===== src/shared/ptid_defines.vh =====
// Register map, field positions and reset values of the target image decoder.
// Included by every design file of the block; definitions only.
`ifndef PTID_DEFINES_VH
`define PTID_DEFINES_VH

// Byte addresses on the register bus
`define PTID_OFS_IMG0_CTL 12'h100
`define PTID_OFS_IMG0_ADDR 12'h104
`define PTID_OFS_IMG1_CTL 12'h110
`define PTID_OFS_IMG1_ADDR 12'h114
`define PTID_OFS_MISC 12'h120
`define PTID_OFS_STATUS 12'h124
`define PTID_ADDR_W 12

// Control register fields
`define PTID_CTL_EN 31
`define PTID_CTL_BS_LSB 24
`define PTID_CTL_PREFETCH_READ_ENABLE 23
`define PTID_CTL_BRST 22
`define PTID_CTL_ENDIAN_INVERT 19
`define PTID_CTL_TC_LSB 12
`define PTID_CTL_WIDTH_LSB 10
`define PTID_CTL_POSTED_WRITE_ENABLE 7
`define PTID_CTL_SPACE 6

// Address register fields
`define PTID_ADR_BASE_LSB 16
`define PTID_ADR_TRANS_LSB 0

// Misc control and status fields
`define PTID_MISC_ORDER 0
`define PTID_STAT_STRAP 0
`define PTID_STAT_LOADED0 1
`define PTID_STAT_LOADED1 2
`define PTID_STAT_CFGEN0 3
`define PTID_STAT_CFGEN1 4

// Reset values
`define PTID_RST_BIT 1'b0
`define PTID_RST_BS 4'h0
`define PTID_RST_TC 4'h0
`define PTID_RST_WIDTH 2'h0
`define PTID_RST_HALF 16'h0000
`define PTID_RST_WORD 32'h00000000

// Window sizing: lowest compared line, full upper mask
`define PTID_WIN_LSB 16
`define PTID_MASK_ALL 16'hffff

// Local port width codes
`define PTID_WIDTH_32 2'h0
`define PTID_WIDTH_8 2'h1
`define PTID_WIDTH_16 2'h2

// Bus responses
`define PTID_RESP_OKAY 2'h0
`define PTID_RESP_SLVERR 2'h2

`endif


===== src/rtl/ptid_decode.v =====
// Address compare and translate for one target image.
// Purely combinational; the top registers the results.
`timescale 1ns/1ps
`default_nettype none
`include "ptid_defines.vh"

module ptid_decode (
  // Image settings
  input wire enable,
  input wire spaceIo,
  input wire [3:0] windowSizeCode,
  input wire [15:0] baseAddr,
  input wire [15:0] transAddr,
  // Access
  input wire [31:0] pciAddr,
  input wire accessIo,
  // Result
  output wire hit,
  output wire [31:0] localAddr
);

  wire [15:0] cmpMask;
  wire [15:0] upper;

  assign cmpMask = `PTID_MASK_ALL << windowSizeCode;
  assign upper = pciAddr[31:`PTID_WIN_LSB];
  assign hit = enable && (spaceIo == accessIo) && (((upper ^ baseAddr) & cmpMask) == 16'h0000);
  assign localAddr = {(transAddr & cmpMask) | (upper & ~cmpMask), pciAddr[15:0]};

endmodule
`default_nettype wire


===== src/rtl/ptid_image_regs.v =====
// Control and address registers of one target image.
// Assumes write strobes arrive one cycle each from the bus slave.
`timescale 1ns/1ps
`default_nettype none
`include "ptid_defines.vh"

module ptid_image_regs (
  // Clock and reset
  input wire sys_clk,
  input wire reset_n,
  // Register writes
  input wire wrCtl,
  input wire wrAddr,
  input wire [31:0] wrData,
  input wire [3:0] wrStrb,
  // Preload and straps
  input wire eeLoadDone,
  input wire eeLoaded,
  input wire [3:0] eeWindowSizeCode,
  input wire eeSpace,
  input wire eeCfgBaseEn,
  input wire strapHigh,
  input wire [15:0] cfgBase,
  input wire cfgSpace,
  // Field values
  output wire [31:0] ctlRead,
  output wire [31:0] addrRead,
  output wire loaded,
  output wire cfgBaseOn,
  output wire enable,
  output wire [3:0] windowSizeCode,
  output wire prefetchEn,
  output wire burstEn,
  output wire endianInvert,
  output wire [3:0] transCode,
  output wire [1:0] portWidth,
  output wire postedEn,
  output wire spaceIo,
  output wire [15:0] baseAddr,
  output wire [15:0] transAddr
);

  reg en_r, prefetch_read_enable_r, brst_r, inv_r, posted_write_enable_r, space_r, loaded_r, eeCfg_r;
  reg [3:0] bs_r, tc_r;
  reg [1:0] width_r;
  reg [15:0] base_r, trans_r;
  wire sizeWritable;

  // Strap overrides the preload lock
  assign sizeWritable = !loaded_r || strapHigh;
  assign cfgBaseOn = eeCfg_r || strapHigh;

  always @(posedge sys_clk or negedge reset_n) begin
    if (!reset_n) begin
      en_r <= `PTID_RST_BIT;
      prefetch_read_enable_r <= `PTID_RST_BIT;
      brst_r <= `PTID_RST_BIT;
      inv_r <= `PTID_RST_BIT;
      posted_write_enable_r <= `PTID_RST_BIT;
      space_r <= `PTID_RST_BIT;
      bs_r <= `PTID_RST_BS;
      tc_r <= `PTID_RST_TC;
      width_r <= `PTID_RST_WIDTH;
      base_r <= `PTID_RST_HALF;
      trans_r <= `PTID_RST_HALF;
      loaded_r <= `PTID_RST_BIT;
      eeCfg_r <= `PTID_RST_BIT;
    end else begin
      if (eeLoadDone) begin
        loaded_r <= eeLoaded;
        eeCfg_r <= eeCfgBaseEn;
        if (eeLoaded) begin
          bs_r <= eeWindowSizeCode;
          space_r <= eeSpace;
        end
      end else if (wrCtl) begin
        if (wrStrb[3]) begin
          en_r <= wrData[`PTID_CTL_EN];
          if (sizeWritable) begin
            bs_r <= wrData[`PTID_CTL_BS_LSB+3:`PTID_CTL_BS_LSB];
          end
        end
        if (wrStrb[2]) begin
          prefetch_read_enable_r <= wrData[`PTID_CTL_PREFETCH_READ_ENABLE];
          brst_r <= wrData[`PTID_CTL_BRST];
          inv_r <= wrData[`PTID_CTL_ENDIAN_INVERT];
        end
        if (wrStrb[1]) begin
          tc_r <= wrData[`PTID_CTL_TC_LSB+3:`PTID_CTL_TC_LSB];
          width_r <= wrData[`PTID_CTL_WIDTH_LSB+1:`PTID_CTL_WIDTH_LSB];
        end
        if (wrStrb[0]) begin
          posted_write_enable_r <= wrData[`PTID_CTL_POSTED_WRITE_ENABLE];
          if (sizeWritable) begin
            space_r <= wrData[`PTID_CTL_SPACE];
          end
        end
      end
      if (wrAddr) begin
        if (!cfgBaseOn && wrStrb[3]) begin
          base_r[15:8] <= wrData[31:24];
        end
        if (!cfgBaseOn && wrStrb[2]) begin
          base_r[7:0] <= wrData[23:16];
        end
        if (wrStrb[1]) begin
          trans_r[15:8] <= wrData[15:8];
        end
        if (wrStrb[0]) begin
          trans_r[7:0] <= wrData[7:0];
        end
      end
    end
  end

  assign loaded = loaded_r;
  assign enable = en_r;
  assign windowSizeCode = bs_r;
  assign prefetchEn = prefetch_read_enable_r;
  assign burstEn = brst_r;
  assign endianInvert = inv_r;
  assign transCode = tc_r;
  assign portWidth = width_r;
  assign postedEn = posted_write_enable_r;
  // Locked preload mirrors the config base space bit
  assign spaceIo = (loaded_r && !strapHigh) ? cfgSpace : space_r;
  assign baseAddr = cfgBaseOn ? cfgBase : base_r;
  assign transAddr = trans_r;

  assign ctlRead = {en_r, 3'h0, bs_r, prefetch_read_enable_r, brst_r, 2'h0, inv_r, 3'h0,
                    tc_r, width_r, 2'h0, posted_write_enable_r, spaceIo, 6'h00};
  assign addrRead = {baseAddr, trans_r};

endmodule
`default_nettype wire


===== src/rtl/ptid_top.v =====
// Target image decoder: two images, AXI4-Lite register slave, and the
// registered decode of PCI address phases onto the local processor bus.
// Assumes the PCI side presents one address phase per valid pulse and
// the serial EEPROM loader pulses eeLoadDone once after reset.
`timescale 1ns/1ps
`default_nettype none
`include "ptid_defines.vh"

// Notes on behaviour
// - Each image has an enable bit; clear claims nothing; resets to zero.
// - Window size is 64 Kbyte times two to the size code.
// - Compared lines run from bit 31 down to bit 16 plus code.
// - Each address phase compares upper lines against the base field.
// - On a hit, compared lines are replaced by translation bits.
// - Prefetch read enable permits prefetching reads; resets to zero.
// - Burst write enable allows burst writes; resets to zero.
// - Endian invert flips the global local bus byte order.
// - Image drives transaction code and port width code onto local cycles.
// - Posted writes only when enabled and only in memory space.
// - Space bit zero selects memory, one selects I/O.
// - Preloaded size and space come from EEPROM, read only, space mirrored.
// - Not preloaded, size and space reset to zero and are writable.
// - Disable strap high at reset makes size and space writable.
// - EEPROM bit or strap makes base read only, tracking config base.
// - Otherwise base is fully writable, independent, zero after reset.
// - Translation field is writable and resets to zero always.
// - A second image has the same control fields.
module ptid_top (
  // Clock and reset
  input wire sys_clk,
  input wire reset_n,
  // AXI4-Lite write address
  input wire [11:0] s_axi_awaddr,
  input wire s_axi_awvalid,
  output wire s_axi_awready,
  // AXI4-Lite write data
  input wire [31:0] s_axi_wdata,
  input wire [3:0] s_axi_wstrb,
  input wire s_axi_wvalid,
  output wire s_axi_wready,
  // AXI4-Lite write response
  output wire [1:0] s_axi_bresp,
  output wire s_axi_bvalid,
  input wire s_axi_bready,
  // AXI4-Lite read address
  input wire [11:0] s_axi_araddr,
  input wire s_axi_arvalid,
  output wire s_axi_arready,
  // AXI4-Lite read data
  output wire [31:0] s_axi_rdata,
  output wire [1:0] s_axi_rresp,
  output wire s_axi_rvalid,
  input wire s_axi_rready,
  // Power-up strap
  input wire pciDisableStrap,
  // Serial EEPROM preload
  input wire eeLoadDone,
  input wire eeLoaded0,
  input wire [3:0] eeWindowSizeCode0,
  input wire eeSpace0,
  input wire eeCfgBaseEn0,
  input wire eeLoaded1,
  input wire [3:0] eeWindowSizeCode1,
  input wire eeSpace1,
  input wire eeCfgBaseEn1,
  // PCI configuration base registers
  input wire [15:0] pciConfigBase0,
  input wire pciConfigSpace0,
  input wire [15:0] pciConfigBase1,
  input wire pciConfigSpace1,
  // PCI address phase
  input wire pciAddrValid,
  input wire [31:0] pciAddr,
  input wire pciAccessIo,
  input wire pciAccessWrite,
  // Decode result
  output wire pciClaim,
  output wire localValid,
  output wire localImage,
  output wire [31:0] localAddr,
  output wire [3:0] localTransCode,
  output wire [1:0] localPortWidth,
  output wire localBigEndian,
  output wire localPrefetch,
  output wire localBurstOk,
  output wire localPosted
);

  // Bus slave state
  reg awReady_r, wReady_r, bValid_r, arReady_r, rValid_r;
  reg awHeld_r, wHeld_r;
  reg [1:0] bResp_r, rResp_r;
  reg [31:0] rData_r;
  reg [11:0] wrAddr_r;
  reg [31:0] wrData_r;
  reg [3:0] wrStrb_r;

  // Strap capture and global settings
  reg strapCaught_r, strapHigh_r;
  reg byteOrder_r;

  // Decode outputs
  reg claim_r, valid_r, image_r, bigEnd_r, pref_r, burst_r, posted_r;
  reg [31:0] localAddr_r;
  reg [3:0] tc_r;
  reg [1:0] width_r;

  // Handshake terms
  wire awTake, wTake, bDone, arTake, rDone;
  wire doWrite;
  wire awHeld_nxt, wHeld_nxt, bValid_nxt, rValid_nxt;
  wire wrHitCtl0, wrHitAddr0, wrHitCtl1, wrHitAddr1, wrHitMisc;
  wire wrMapped;

  // Image fields
  wire [31:0] ctlRead0, addrRead0, ctlRead1, addrRead1;
  wire loaded0, loaded1, cfgOn0, cfgOn1;
  wire en0, en1, pren0, pren1, brst0, brst1, inv0, inv1;
  wire pwen0, pwen1, io0, io1;
  wire [3:0] bs0, bs1, tc0, tc1;
  wire [1:0] pw0, pw1;
  wire [15:0] base0, base1, trans0, trans1;
  wire hit0, hit1;
  wire [31:0] xAddr0, xAddr1;

  // Read mux
  reg [31:0] rdMux;
  reg rdOk;
  wire [31:0] statusWord;

  assign awTake = s_axi_awvalid && awReady_r;
  assign wTake = s_axi_wvalid && wReady_r;
  assign bDone = bValid_r && s_axi_bready;
  assign arTake = s_axi_arvalid && arReady_r;
  assign rDone = rValid_r && s_axi_rready;

  // Write happens once both halves are held and no response is waiting
  assign doWrite = awHeld_r && wHeld_r && !bValid_r;
  assign awHeld_nxt = (awHeld_r && !doWrite) || awTake;
  assign wHeld_nxt = (wHeld_r && !doWrite) || wTake;
  assign bValid_nxt = (bValid_r && !bDone) || doWrite;
  assign rValid_nxt = (rValid_r && !rDone) || arTake;

  assign wrHitCtl0 = doWrite && (wrAddr_r == `PTID_OFS_IMG0_CTL);
  assign wrHitAddr0 = doWrite && (wrAddr_r == `PTID_OFS_IMG0_ADDR);
  assign wrHitCtl1 = doWrite && (wrAddr_r == `PTID_OFS_IMG1_CTL);
  assign wrHitAddr1 = doWrite && (wrAddr_r == `PTID_OFS_IMG1_ADDR);
  assign wrHitMisc = doWrite && (wrAddr_r == `PTID_OFS_MISC);
  assign wrMapped = wrHitCtl0 || wrHitAddr0 || wrHitCtl1 || wrHitAddr1 || wrHitMisc ||
                    (wrAddr_r == `PTID_OFS_STATUS);

  always @(posedge sys_clk or negedge reset_n) begin
    if (!reset_n) begin
      awReady_r <= 1'b0;
      wReady_r <= 1'b0;
      bValid_r <= 1'b0;
      bResp_r <= `PTID_RESP_OKAY;
      awHeld_r <= 1'b0;
      wHeld_r <= 1'b0;
      wrAddr_r <= 12'h000;
      wrData_r <= `PTID_RST_WORD;
      wrStrb_r <= 4'h0;
    end else begin
      awHeld_r <= awHeld_nxt;
      wHeld_r <= wHeld_nxt;
      bValid_r <= bValid_nxt;
      // Ready stays low while a half is held, so payloads never overrun
      awReady_r <= !awHeld_nxt;
      wReady_r <= !wHeld_nxt;
      if (awTake) begin
        wrAddr_r <= {s_axi_awaddr[11:2], 2'h0};
      end
      if (wTake) begin
        wrData_r <= s_axi_wdata;
        wrStrb_r <= s_axi_wstrb;
      end
      if (doWrite) begin
        bResp_r <= wrMapped ? `PTID_RESP_OKAY : `PTID_RESP_SLVERR;
      end
    end
  end

  // Global byte order lives in the misc control register
  always @(posedge sys_clk or negedge reset_n) begin
    if (!reset_n) begin
      byteOrder_r <= `PTID_RST_BIT;
    end else if (wrHitMisc && wrStrb_r[0]) begin
      byteOrder_r <= wrData_r[`PTID_MISC_ORDER];
    end
  end

  // Strap is caught on the first edge after reset release
  always @(posedge sys_clk or negedge reset_n) begin
    if (!reset_n) begin
      strapCaught_r <= 1'b0;
      strapHigh_r <= 1'b0;
    end else if (!strapCaught_r) begin
      strapCaught_r <= 1'b1;
      strapHigh_r <= pciDisableStrap;
    end
  end

  // Image 0
  ptid_image_regs u_regs0 (
    .sys_clk(sys_clk),
    .reset_n(reset_n),
    .wrCtl(wrHitCtl0),
    .wrAddr(wrHitAddr0),
    .wrData(wrData_r),
    .wrStrb(wrStrb_r),
    .eeLoadDone(eeLoadDone),
    .eeLoaded(eeLoaded0),
    .eeWindowSizeCode(eeWindowSizeCode0),
    .eeSpace(eeSpace0),
    .eeCfgBaseEn(eeCfgBaseEn0),
    .strapHigh(strapHigh_r),
    .cfgBase(pciConfigBase0),
    .cfgSpace(pciConfigSpace0),
    .ctlRead(ctlRead0),
    .addrRead(addrRead0),
    .loaded(loaded0),
    .cfgBaseOn(cfgOn0),
    .enable(en0),
    .windowSizeCode(bs0),
    .prefetchEn(pren0),
    .burstEn(brst0),
    .endianInvert(inv0),
    .transCode(tc0),
    .portWidth(pw0),
    .postedEn(pwen0),
    .spaceIo(io0),
    .baseAddr(base0),
    .transAddr(trans0)
  );

  // Image 1 has the same fields
  ptid_image_regs u_regs1 (
    .sys_clk(sys_clk),
    .reset_n(reset_n),
    .wrCtl(wrHitCtl1),
    .wrAddr(wrHitAddr1),
    .wrData(wrData_r),
    .wrStrb(wrStrb_r),
    .eeLoadDone(eeLoadDone),
    .eeLoaded(eeLoaded1),
    .eeWindowSizeCode(eeWindowSizeCode1),
    .eeSpace(eeSpace1),
    .eeCfgBaseEn(eeCfgBaseEn1),
    .strapHigh(strapHigh_r),
    .cfgBase(pciConfigBase1),
    .cfgSpace(pciConfigSpace1),
    .ctlRead(ctlRead1),
    .addrRead(addrRead1),
    .loaded(loaded1),
    .cfgBaseOn(cfgOn1),
    .enable(en1),
    .windowSizeCode(bs1),
    .prefetchEn(pren1),
    .burstEn(brst1),
    .endianInvert(inv1),
    .transCode(tc1),
    .portWidth(pw1),
    .postedEn(pwen1),
    .spaceIo(io1),
    .baseAddr(base1),
    .transAddr(trans1)
  );

  ptid_decode u_dec0 (
    .enable(en0),
    .spaceIo(io0),
    .windowSizeCode(bs0),
    .baseAddr(base0),
    .transAddr(trans0),
    .pciAddr(pciAddr),
    .accessIo(pciAccessIo),
    .hit(hit0),
    .localAddr(xAddr0)
  );

  ptid_decode u_dec1 (
    .enable(en1),
    .spaceIo(io1),
    .windowSizeCode(bs1),
    .baseAddr(base1),
    .transAddr(trans1),
    .pciAddr(pciAddr),
    .accessIo(pciAccessIo),
    .hit(hit1),
    .localAddr(xAddr1)
  );

  // Address phase result, one cycle later; image 0 wins an overlap
  always @(posedge sys_clk or negedge reset_n) begin
    if (!reset_n) begin
      claim_r <= 1'b0;
      valid_r <= 1'b0;
      image_r <= 1'b0;
      localAddr_r <= `PTID_RST_WORD;
      tc_r <= `PTID_RST_TC;
      width_r <= `PTID_RST_WIDTH;
      bigEnd_r <= 1'b0;
      pref_r <= 1'b0;
      burst_r <= 1'b0;
      posted_r <= 1'b0;
    end else begin
      claim_r <= pciAddrValid && (hit0 || hit1);
      valid_r <= pciAddrValid && (hit0 || hit1);
      if (pciAddrValid && hit0) begin
        image_r <= 1'b0;
        localAddr_r <= xAddr0;
        tc_r <= tc0;
        width_r <= pw0;
        bigEnd_r <= byteOrder_r ^ inv0;
        pref_r <= pren0 && !pciAccessWrite;
        burst_r <= brst0 && pciAccessWrite;
        posted_r <= pwen0 && pciAccessWrite && !pciAccessIo;
      end else if (pciAddrValid && hit1) begin
        image_r <= 1'b1;
        localAddr_r <= xAddr1;
        tc_r <= tc1;
        width_r <= pw1;
        bigEnd_r <= byteOrder_r ^ inv1;
        pref_r <= pren1 && !pciAccessWrite;
        burst_r <= brst1 && pciAccessWrite;
        posted_r <= pwen1 && pciAccessWrite && !pciAccessIo;
      end
    end
  end

  assign statusWord = {27'h0000000, cfgOn1, cfgOn0, loaded1, loaded0, strapHigh_r};

  // Read decode on the address as it is taken
  always @* begin
    rdMux = `PTID_RST_WORD;
    rdOk = 1'b1;
    case ({s_axi_araddr[11:2], 2'h0})
      `PTID_OFS_IMG0_CTL: rdMux = ctlRead0;
      `PTID_OFS_IMG0_ADDR: rdMux = addrRead0;
      `PTID_OFS_IMG1_CTL: rdMux = ctlRead1;
      `PTID_OFS_IMG1_ADDR: rdMux = addrRead1;
      `PTID_OFS_MISC: rdMux = {31'h00000000, byteOrder_r};
      `PTID_OFS_STATUS: rdMux = statusWord;
      default: rdOk = 1'b0;
    endcase
  end

  always @(posedge sys_clk or negedge reset_n) begin
    if (!reset_n) begin
      arReady_r <= 1'b0;
      rValid_r <= 1'b0;
      rData_r <= `PTID_RST_WORD;
      rResp_r <= `PTID_RESP_OKAY;
    end else begin
      rValid_r <= rValid_nxt;
      // One read at a time: no new address until the data is taken
      arReady_r <= !rValid_nxt;
      if (arTake) begin
        rData_r <= rdMux;
        rResp_r <= rdOk ? `PTID_RESP_OKAY : `PTID_RESP_SLVERR;
      end
    end
  end

  assign s_axi_awready = awReady_r;
  assign s_axi_wready = wReady_r;
  assign s_axi_bvalid = bValid_r;
  assign s_axi_bresp = bResp_r;
  assign s_axi_arready = arReady_r;
  assign s_axi_rvalid = rValid_r;
  assign s_axi_rdata = rData_r;
  assign s_axi_rresp = rResp_r;
  assign pciClaim = claim_r;
  assign localValid = valid_r;
  assign localImage = image_r;
  assign localAddr = localAddr_r;
  assign localTransCode = tc_r;
  assign localPortWidth = width_r;
  assign localBigEndian = bigEnd_r;
  assign localPrefetch = pref_r;
  assign localBurstOk = burst_r;
  assign localPosted = posted_r;

endmodule
`default_nettype wire


===== config.mk =====
export PLATFORM = sky130hd
export DESIGN_NAME = ptid_top
export DESIGN_NICKNAME = d
export VERILOG_FILES = /design/src/rtl/ptid_decode.v /design/src/rtl/ptid_image_regs.v /design/src/rtl/ptid_top.v
export VERILOG_INCLUDE_DIRS = /design/src /design/src/shared
export SDC_FILE = /design/constraint.sdc
export NUM_CORES = 1
export LEC_CHECK = 0
export BUFFER_PORTS_ARGS = -buffer_cell sky130_fd_sc_hd__clkbuf_2
export CORE_ASPECT_RATIO = 1.4
export CORE_MARGIN = 8
export CORE_UTILIZATION = 50
export CTS_CLUSTER_DIAMETER = 200
export DETAILED_ROUTE_END_ITERATION = 6
export GPL_ROUTABILITY_DRIVEN = 0
export GPL_TIMING_DRIVEN = 0
export MAX_ROUTING_LAYER = met4
export PLACE_DENSITY = 0.77
export SYNTH_ARGS = -nofsm -noshare
export SYNTH_HDL_FRONTEND = slang
export SYNTH_HIERARCHICAL = 1
export SYNTH_SLANG_ARGS = --single-unit

===== constraint.sdc =====
create_clock -name sys_clk -period 3.5 [get_ports sys_clk]
set_input_delay 0.35 -clock sys_clk [delete_from_list [all_inputs] [get_ports sys_clk]]
set_output_delay 0.35 -clock sys_clk [all_outputs]
set_load 0.01 [all_outputs]

Yosys cells after proc, flatten, opt, wreduce, memory -nomap -nowiden
Cells that the tools add are included.
- register bits after elaboration: 236
- input bits: 152
- output and inout port bits: 86
- word-level logic and storage cells: 228
- equality and inequality tests: 16
- shift operators: 2
- muxes and demuxes: 44
- bitwise operators: 15
- reduce and logical (&&, ||, !) cells: 96
- operators by type and width (operator ; number):
    case mux 32 bit (6 select lines) ; 1
    == test 10 x 7 -> 1 bit (second input constant) ; 12
    bitwise AND 16 bit ; 6
    2-to-1 mux 32 bit ; 2
    2-to-1 mux 4 bit ; 12
    logical AND 1 bit ; 38
    logical NOT 16 bit ; 2
    2-to-1 mux 16 bit ; 2
    inverter 16 bit ; 2
    OR 16 bit ; 2
    left shift 16 x 4 -> 16 bit (first input constant) ; 2
    XOR 16 bit ; 2
    AND reduction 3 bit ; 8
    2-to-1 mux 1 bit ; 23
    AND reduction 2 bit ; 8
    AND reduction 4 bit ; 4
    logical NOT 1 bit ; 14
    logical OR 1 bit ; 14
    nonzero test 2 bit ; 7
    2-to-1 mux 2 bit ; 4
    OR reduction 6 bit ; 1
    inequality test 2 x 1 -> 1 bit (second input constant) ; 2
    == test 1 bit ; 2
    XOR 1 bit ; 2
    inverter 1 bit ; 1

Longest topological paths before layout
- depth after elaboration: 9
- depth in mapped cells: 13
- depth with buffers taken out: 10

Cells and area by module
The synthesis kept the hierarchy.
- modules (own cells, without submodules) (module ; instances ; cells each ; area an instance (um^2) ; seq. area each (um^2)):
    ptid_top ; 1 ; 482 ; 6227.2 ; 3353.2
    ptid_image_regs ; 2 ; 207 ; 2765.2 ; 1251.2
    ptid_decode ; 2 ; 86 ; 671.9 ; 0.0

Worst setup path after synthesis
OpenSTA, ideal clock, no wires.
- path type: reg2reg
- from: register strapHigh_r
- to: register localAddr_r[14], in the netlist localAddr[14]
- library setup time: 133 ps
- arrival time: 2962 ps
- data required time: 3367 ps
- slack: 405 ps
- stages on the path, launching flop included: 13
- path buffers: 3
- clock period less this slack: 3095 ps
- cell sequence: dfrtp_1 -> nor2_4 -> buf_4 -> mux2_2 -> buf_4 -> xor2_1 -> a222oi_1 -> nand3_1 -> nor4_2 -> nand2_1 -> buf_1 -> mux2i_1 -> o21ai_0
- longest elaborated chain between the ends: 8
- elaborated cells on any way between the ends: 25
- those cells by class: eq/ne (2); mux (5); bitwise (4); reduce/logical (14)
- ends and longest elaborated chain (element ; RTL line ; RTL):
    start, declared ; ptid_top.v:99 ; reg strapCaught_r, strapHigh_r;
    start signal, assigned ; ptid_top.v:199 ; strapHigh_r <= pciDisableStrap;
    logical OR 1 bit (*) ; ptid_image_regs.v:51 ; assign cfgBaseOn = eeCfg_r || strapHigh;
    2-to-1 mux 16 bit (*) ; ptid_image_regs.v:127 ; assign baseAddr = cfgBaseOn ? cfgBase : base_r;
    named net addrRead0[27] ; ptid_top.v:116 ; wire [31:0] ctlRead0, addrRead0, ctlRead1, addrRead1;
    XOR 16 bit (*) ; ptid_decode.v:27 ; assign hit = enable && (spaceIo == accessIo) && (((upper ^ baseAddr) & cmpMask) == 16'h0000);
    bitwise AND 16 bit (*) ; ptid_decode.v:27 ;
    logical NOT 16 bit (*) ; ptid_decode.v:27 ;
    logical AND 1 bit (*) ; ptid_decode.v:27 ;
    named net hit0 ; ptid_top.v:123 ; wire hit0, hit1;
    logical AND 1 bit (*) ; ptid_top.v:309 ; if (pciAddrValid && hit0) begin
    2-to-1 mux 32 bit or nonzero test 2 bit (tied branches) ; - ;
    end signal, assigned ; ptid_top.v:299 ; localAddr_r <= `PTID_RST_WORD;
    end signal, assigned ; ptid_top.v:311 ; localAddr_r <= xAddr0;
    end signal, assigned ; ptid_top.v:320 ; localAddr_r <= xAddr1;
    end, declared ; ptid_top.v:104 ; reg [31:0] localAddr_r;
The timed path passes the listed nets; every way through them passes the cells marked *.
A chain may end at the register's enable or synchronous reset.

Worst setup path after layout
- from: register strapHigh_r
- to: register localAddr_r[22], in the netlist localAddr[22]
Same word-level chain as after synthesis.

==> summary.txt <==
Status
  • Outcome: finished, final reports clean

Critical path
  • CP arrival: 3.78 ns
  • Critical path, cell by cell: nor2_4, buf_12, mux2_2, buf_4, xor2_1, a222oi_1, nand3_1, nor4_4, buf_4, nand2_4, buf_4, mux2i_2, o21ai_0
  • Crit path kind: reg2reg
  • Worst path most repeated cell: buf_4
  • CP Data Required Time: 3.88 ns
  • Setup crit start kind: register
  • Crit path max fanout: 10
  • Max incr delay on CP: 0.48 ns
  • CP max-delay cell: dfrtp_2
  • Crit end category: register

Detailed routing
  • Number of nets with antenna violations after routing: 0
  • Overall routed net length: ~37000 um
  • Drt first pass iters: 7
  • DRT iter0 DRCs: about 640
  • Routed vias: slightly above 9k
  • # DRC: 0
  • DR vias/cell: ~5.4
  • Wire per inst: 21.8 um

STA
  • Unrepaired setup endpoints after global routing: true
  • Worst relative slew slack: 41.2%
  • Hold WS: 0.0243 ns
  • Max Fclk: around 0.3 GHz
  • Setup violators final: 0
  • Clock Skews: around 0.0084 ns
  • Count of pins over their slew limit: 0
  • Final period util: 97.2%
  • Clock period minus worst slack: between 3 and 4 ns
  • Final hold vios: 0
  • Setup TNS: 0 ns
  • Worst slew pin tran: 0.876 ns

Placement
  • Hpwl dp: roughly 29000 um
  • Dpl cells: 1638
  • PortBufs: between 200 and 250

GRT
  • Vias in the first global route: 9925
  • Congestion Overflow GR: 0
  • Largest net degree at the start of global routing: 116
  • Initial antenna violation count: 7
  • Total track usage: 23.6%
  • Grt met1 use: between 20% and 30%
  • Met3 Use GR: 3.98%
  • First-pass GRT wire length: 56800 um
  • Busiest layer in global routing: met2
  • Met2 usage: between 30% and 40%

Power
  • Pwr dens: about 520 nW/um2
  • Total power: 8.24 mW
  • VDD IR max: 0.454 mV
  • P_leak: 8.12 nW

Job
  • Max-cap violations: 0

Synthesis
  • Top_reg_cell synth: dfrtp_1
  • Synth Register Bits: 234
  • Synth Warn #: 6
  • Avg Cell Area, Syn: around 12 um2
  • Post-synth EDFFs: 0
  • Mapped Area: between 10000 and 15000 um2
  • Netlist cell types: 56
  • Sequential share of the synthesized area: 44.7%
  • Gate Count Post-Synth: 1068
  • Asr flop ratio synth: 100%

Finish
  • Filler Cell Count: 2100
  • Layout Area Growth over Synthesis: 21.2%
  • Core Util, Final: 61.2%
  • Non-filler cells, final: 1703
  • Nets@finish: between 1.5k and 2k
  • Layout cells sized above 1: a little over half

Floorplanning
  • Initial Utilization: 50.5%
  • Die Wd: 153 um
  • I/O Pins: 238
  • Core Area: 25900 um2
  • Cell Rows: 70
  • Height of the die: 208 um
  • Die Footprint: 31700 um2

CTS
  • Clock buffer depth: 3
  • Htree depth: 1
  • CTS Root Cell: clkbuf_16
  • Clock transition at path regs: about 0.06 ns
  • CTS tree: done
  • Clk_lat worst skew: 0.52 ns
  • Num CTS Buffers: 24
  • # clock sinks: about 230

Min path
  • Path type of the worst min-delay path: in2reg
power breakdown:
part	total [mW]	switching, mW	internal [mW]
clock	2.80	1.07	1.73
sequential	3.48	0.385	3.09
combinational	1.96	0.925	1.04
through the flow:
stage | area (um2) | setup WS, ns
after floorplan | 13200 | 0.405
after global placement | 14700 | -2.58
after detailed placement | 14800 | -0.924
after CTS | 15700 | 0.0200
after global routing | 15900 | -0.0271
final | 15900 | 0.0963
cell usage after synthesis, types with 3 or more instances:
library cell | count | area share, %
a21oi_1 | 12 | 0.46
a22o_1 | 27 | 1.8
a22oi_1 | 10 | 0.57
and3_4 | 4 | 0.34
buf_1 | 8 | 0.23
buf_12 | 4 | 0.61
buf_2 | 17 | 0.65
buf_4 | 171 | 9.8
buf_6 | 3 | 0.26
clkbuf_1 | 9 | 0.26
conb_1 | 4 | 0.11
dfrtp_1 | 234 | 45
inv_1 | 13 | 0.37
mux2_2 | 191 | 16
mux2_4 | 32 | 3.7
mux2i_1 | 49 | 3.7
mux4_2 | 27 | 4.6
nand2_1 | 72 | 2.1
nand3_1 | 8 | 0.31
nand3b_1 | 4 | 0.23
nand4_1 | 5 | 0.24
nor2_1 | 8 | 0.23
nor2b_1 | 3 | 0.14
nor3_1 | 10 | 0.38
nor4_1 | 4 | 0.19
o21ai_0 | 57 | 2.2
xor2_1 | 33 | 2.2
cells in the final DEF, fill, tap and decap left out, types with 10 or more instances in the layout:
cell type  count
clkbuf_2     214
mux2_4        32
a21oi_1       12
mux2i_1       44
o21ai_0       56
mux2_2       191
dfrtp_1      233
a22o_1        27
conb_1        35
buf_2         17
a22oi_1       10
inv_1         13
xor2_1        32
mux4_2        27
nor3_1        10
clkbuf_1      12
nand2_1       71
buf_4        183
clkbuf_16     25
per-layer routing:
metal,vias up,wire length (um)
li1,4198,-
met1,4624,14900
met2,337,18600
met3,77,2080
met4,0,1550
met5,-,0
kinds of logic after synthesis:
logic type      count (synthesis)  synth area share [%]
compound gates                128                  6.48
mux                           299                  28.5
xor+xnor                       35                  2.34
buf+inv                       229                  12.3
simple gates                  139                  5.59
flops                         234                  44.7
other cells                     4                 0.115
area by class of cell:
class	count	area (um2)	share of cell area (%)
clock inverter	9	148	0.930
clock buffer	35	723	4.56
antenna	7	17.5	0.110
timing repair buffer	229	1240	7.84
sequential	234	5860	36.9
inverter	15	56.3	0.355
tap	324	405	2.55
multi-input combinational	636	5820	36.7
buffer	214	1600	10.1
worst max-delay path, delay by kind of cell (launching register included):
| kind | cells | cell delay, ns |
|---|---|---|
| xor gates and xnor gates | 1 | 0.15 |
| buffers and inverters | 4 | 0.73 |
| DFF | 1 | 0.48 |
| and+or+nand+nor | 4 | 0.80 |
| AOI/OAI and AO/OA | 2 | 0.50 |
| muxes | 2 | 0.62 |
final timing paths:
path                       cells past startpoint          from       endpoint  slack (ns)
max                                           13   strapHigh_r  localAddr[22]         0.1
min                                            2  s_axi_bready   s_axi_bvalid        0.02
max reg2reg                                   13   strapHigh_r  localAddr[22]         0.1
min reg2reg                                    2  localAddr[0]   localAddr[0]        0.48
max in group asynchronous                      4       reset_n  localAddr[28]        1.97
min in group asynchronous                      2       reset_n    wrAddr_r[6]        0.22
what timing repair did:
action	CTS	global route
hold buffers	1	0
pin swaps	3	4
setup endpoints to repair	43	43
endpoints found under the hold margin	36	0
setup buffers	3	9
resized for setup	20	23
cloned	0	1
registers in the layout, indices dropped and copies added, names as in the netlist, 2 cells and up:
name / cells
localTransCode: 4
u_regs0/portWidth: 2
u_regs1/portWidth: 2
u_regs1/transCode: 4
u_regs0/transCode: 4
u_regs1/base_r: 16
localAddr: 32
u_regs0/base_r: 16
u_regs1/windowSizeCode: 4
s_axi_rdata: 32
wrData_r: 32
wrStrb_r: 4
u_regs0/windowSizeCode: 4
localPortWidth: 2
u_regs0/transAddr: 16
wrAddr_r: 10
u_regs1/transAddr: 16
(Power assumes the default switching activity.)
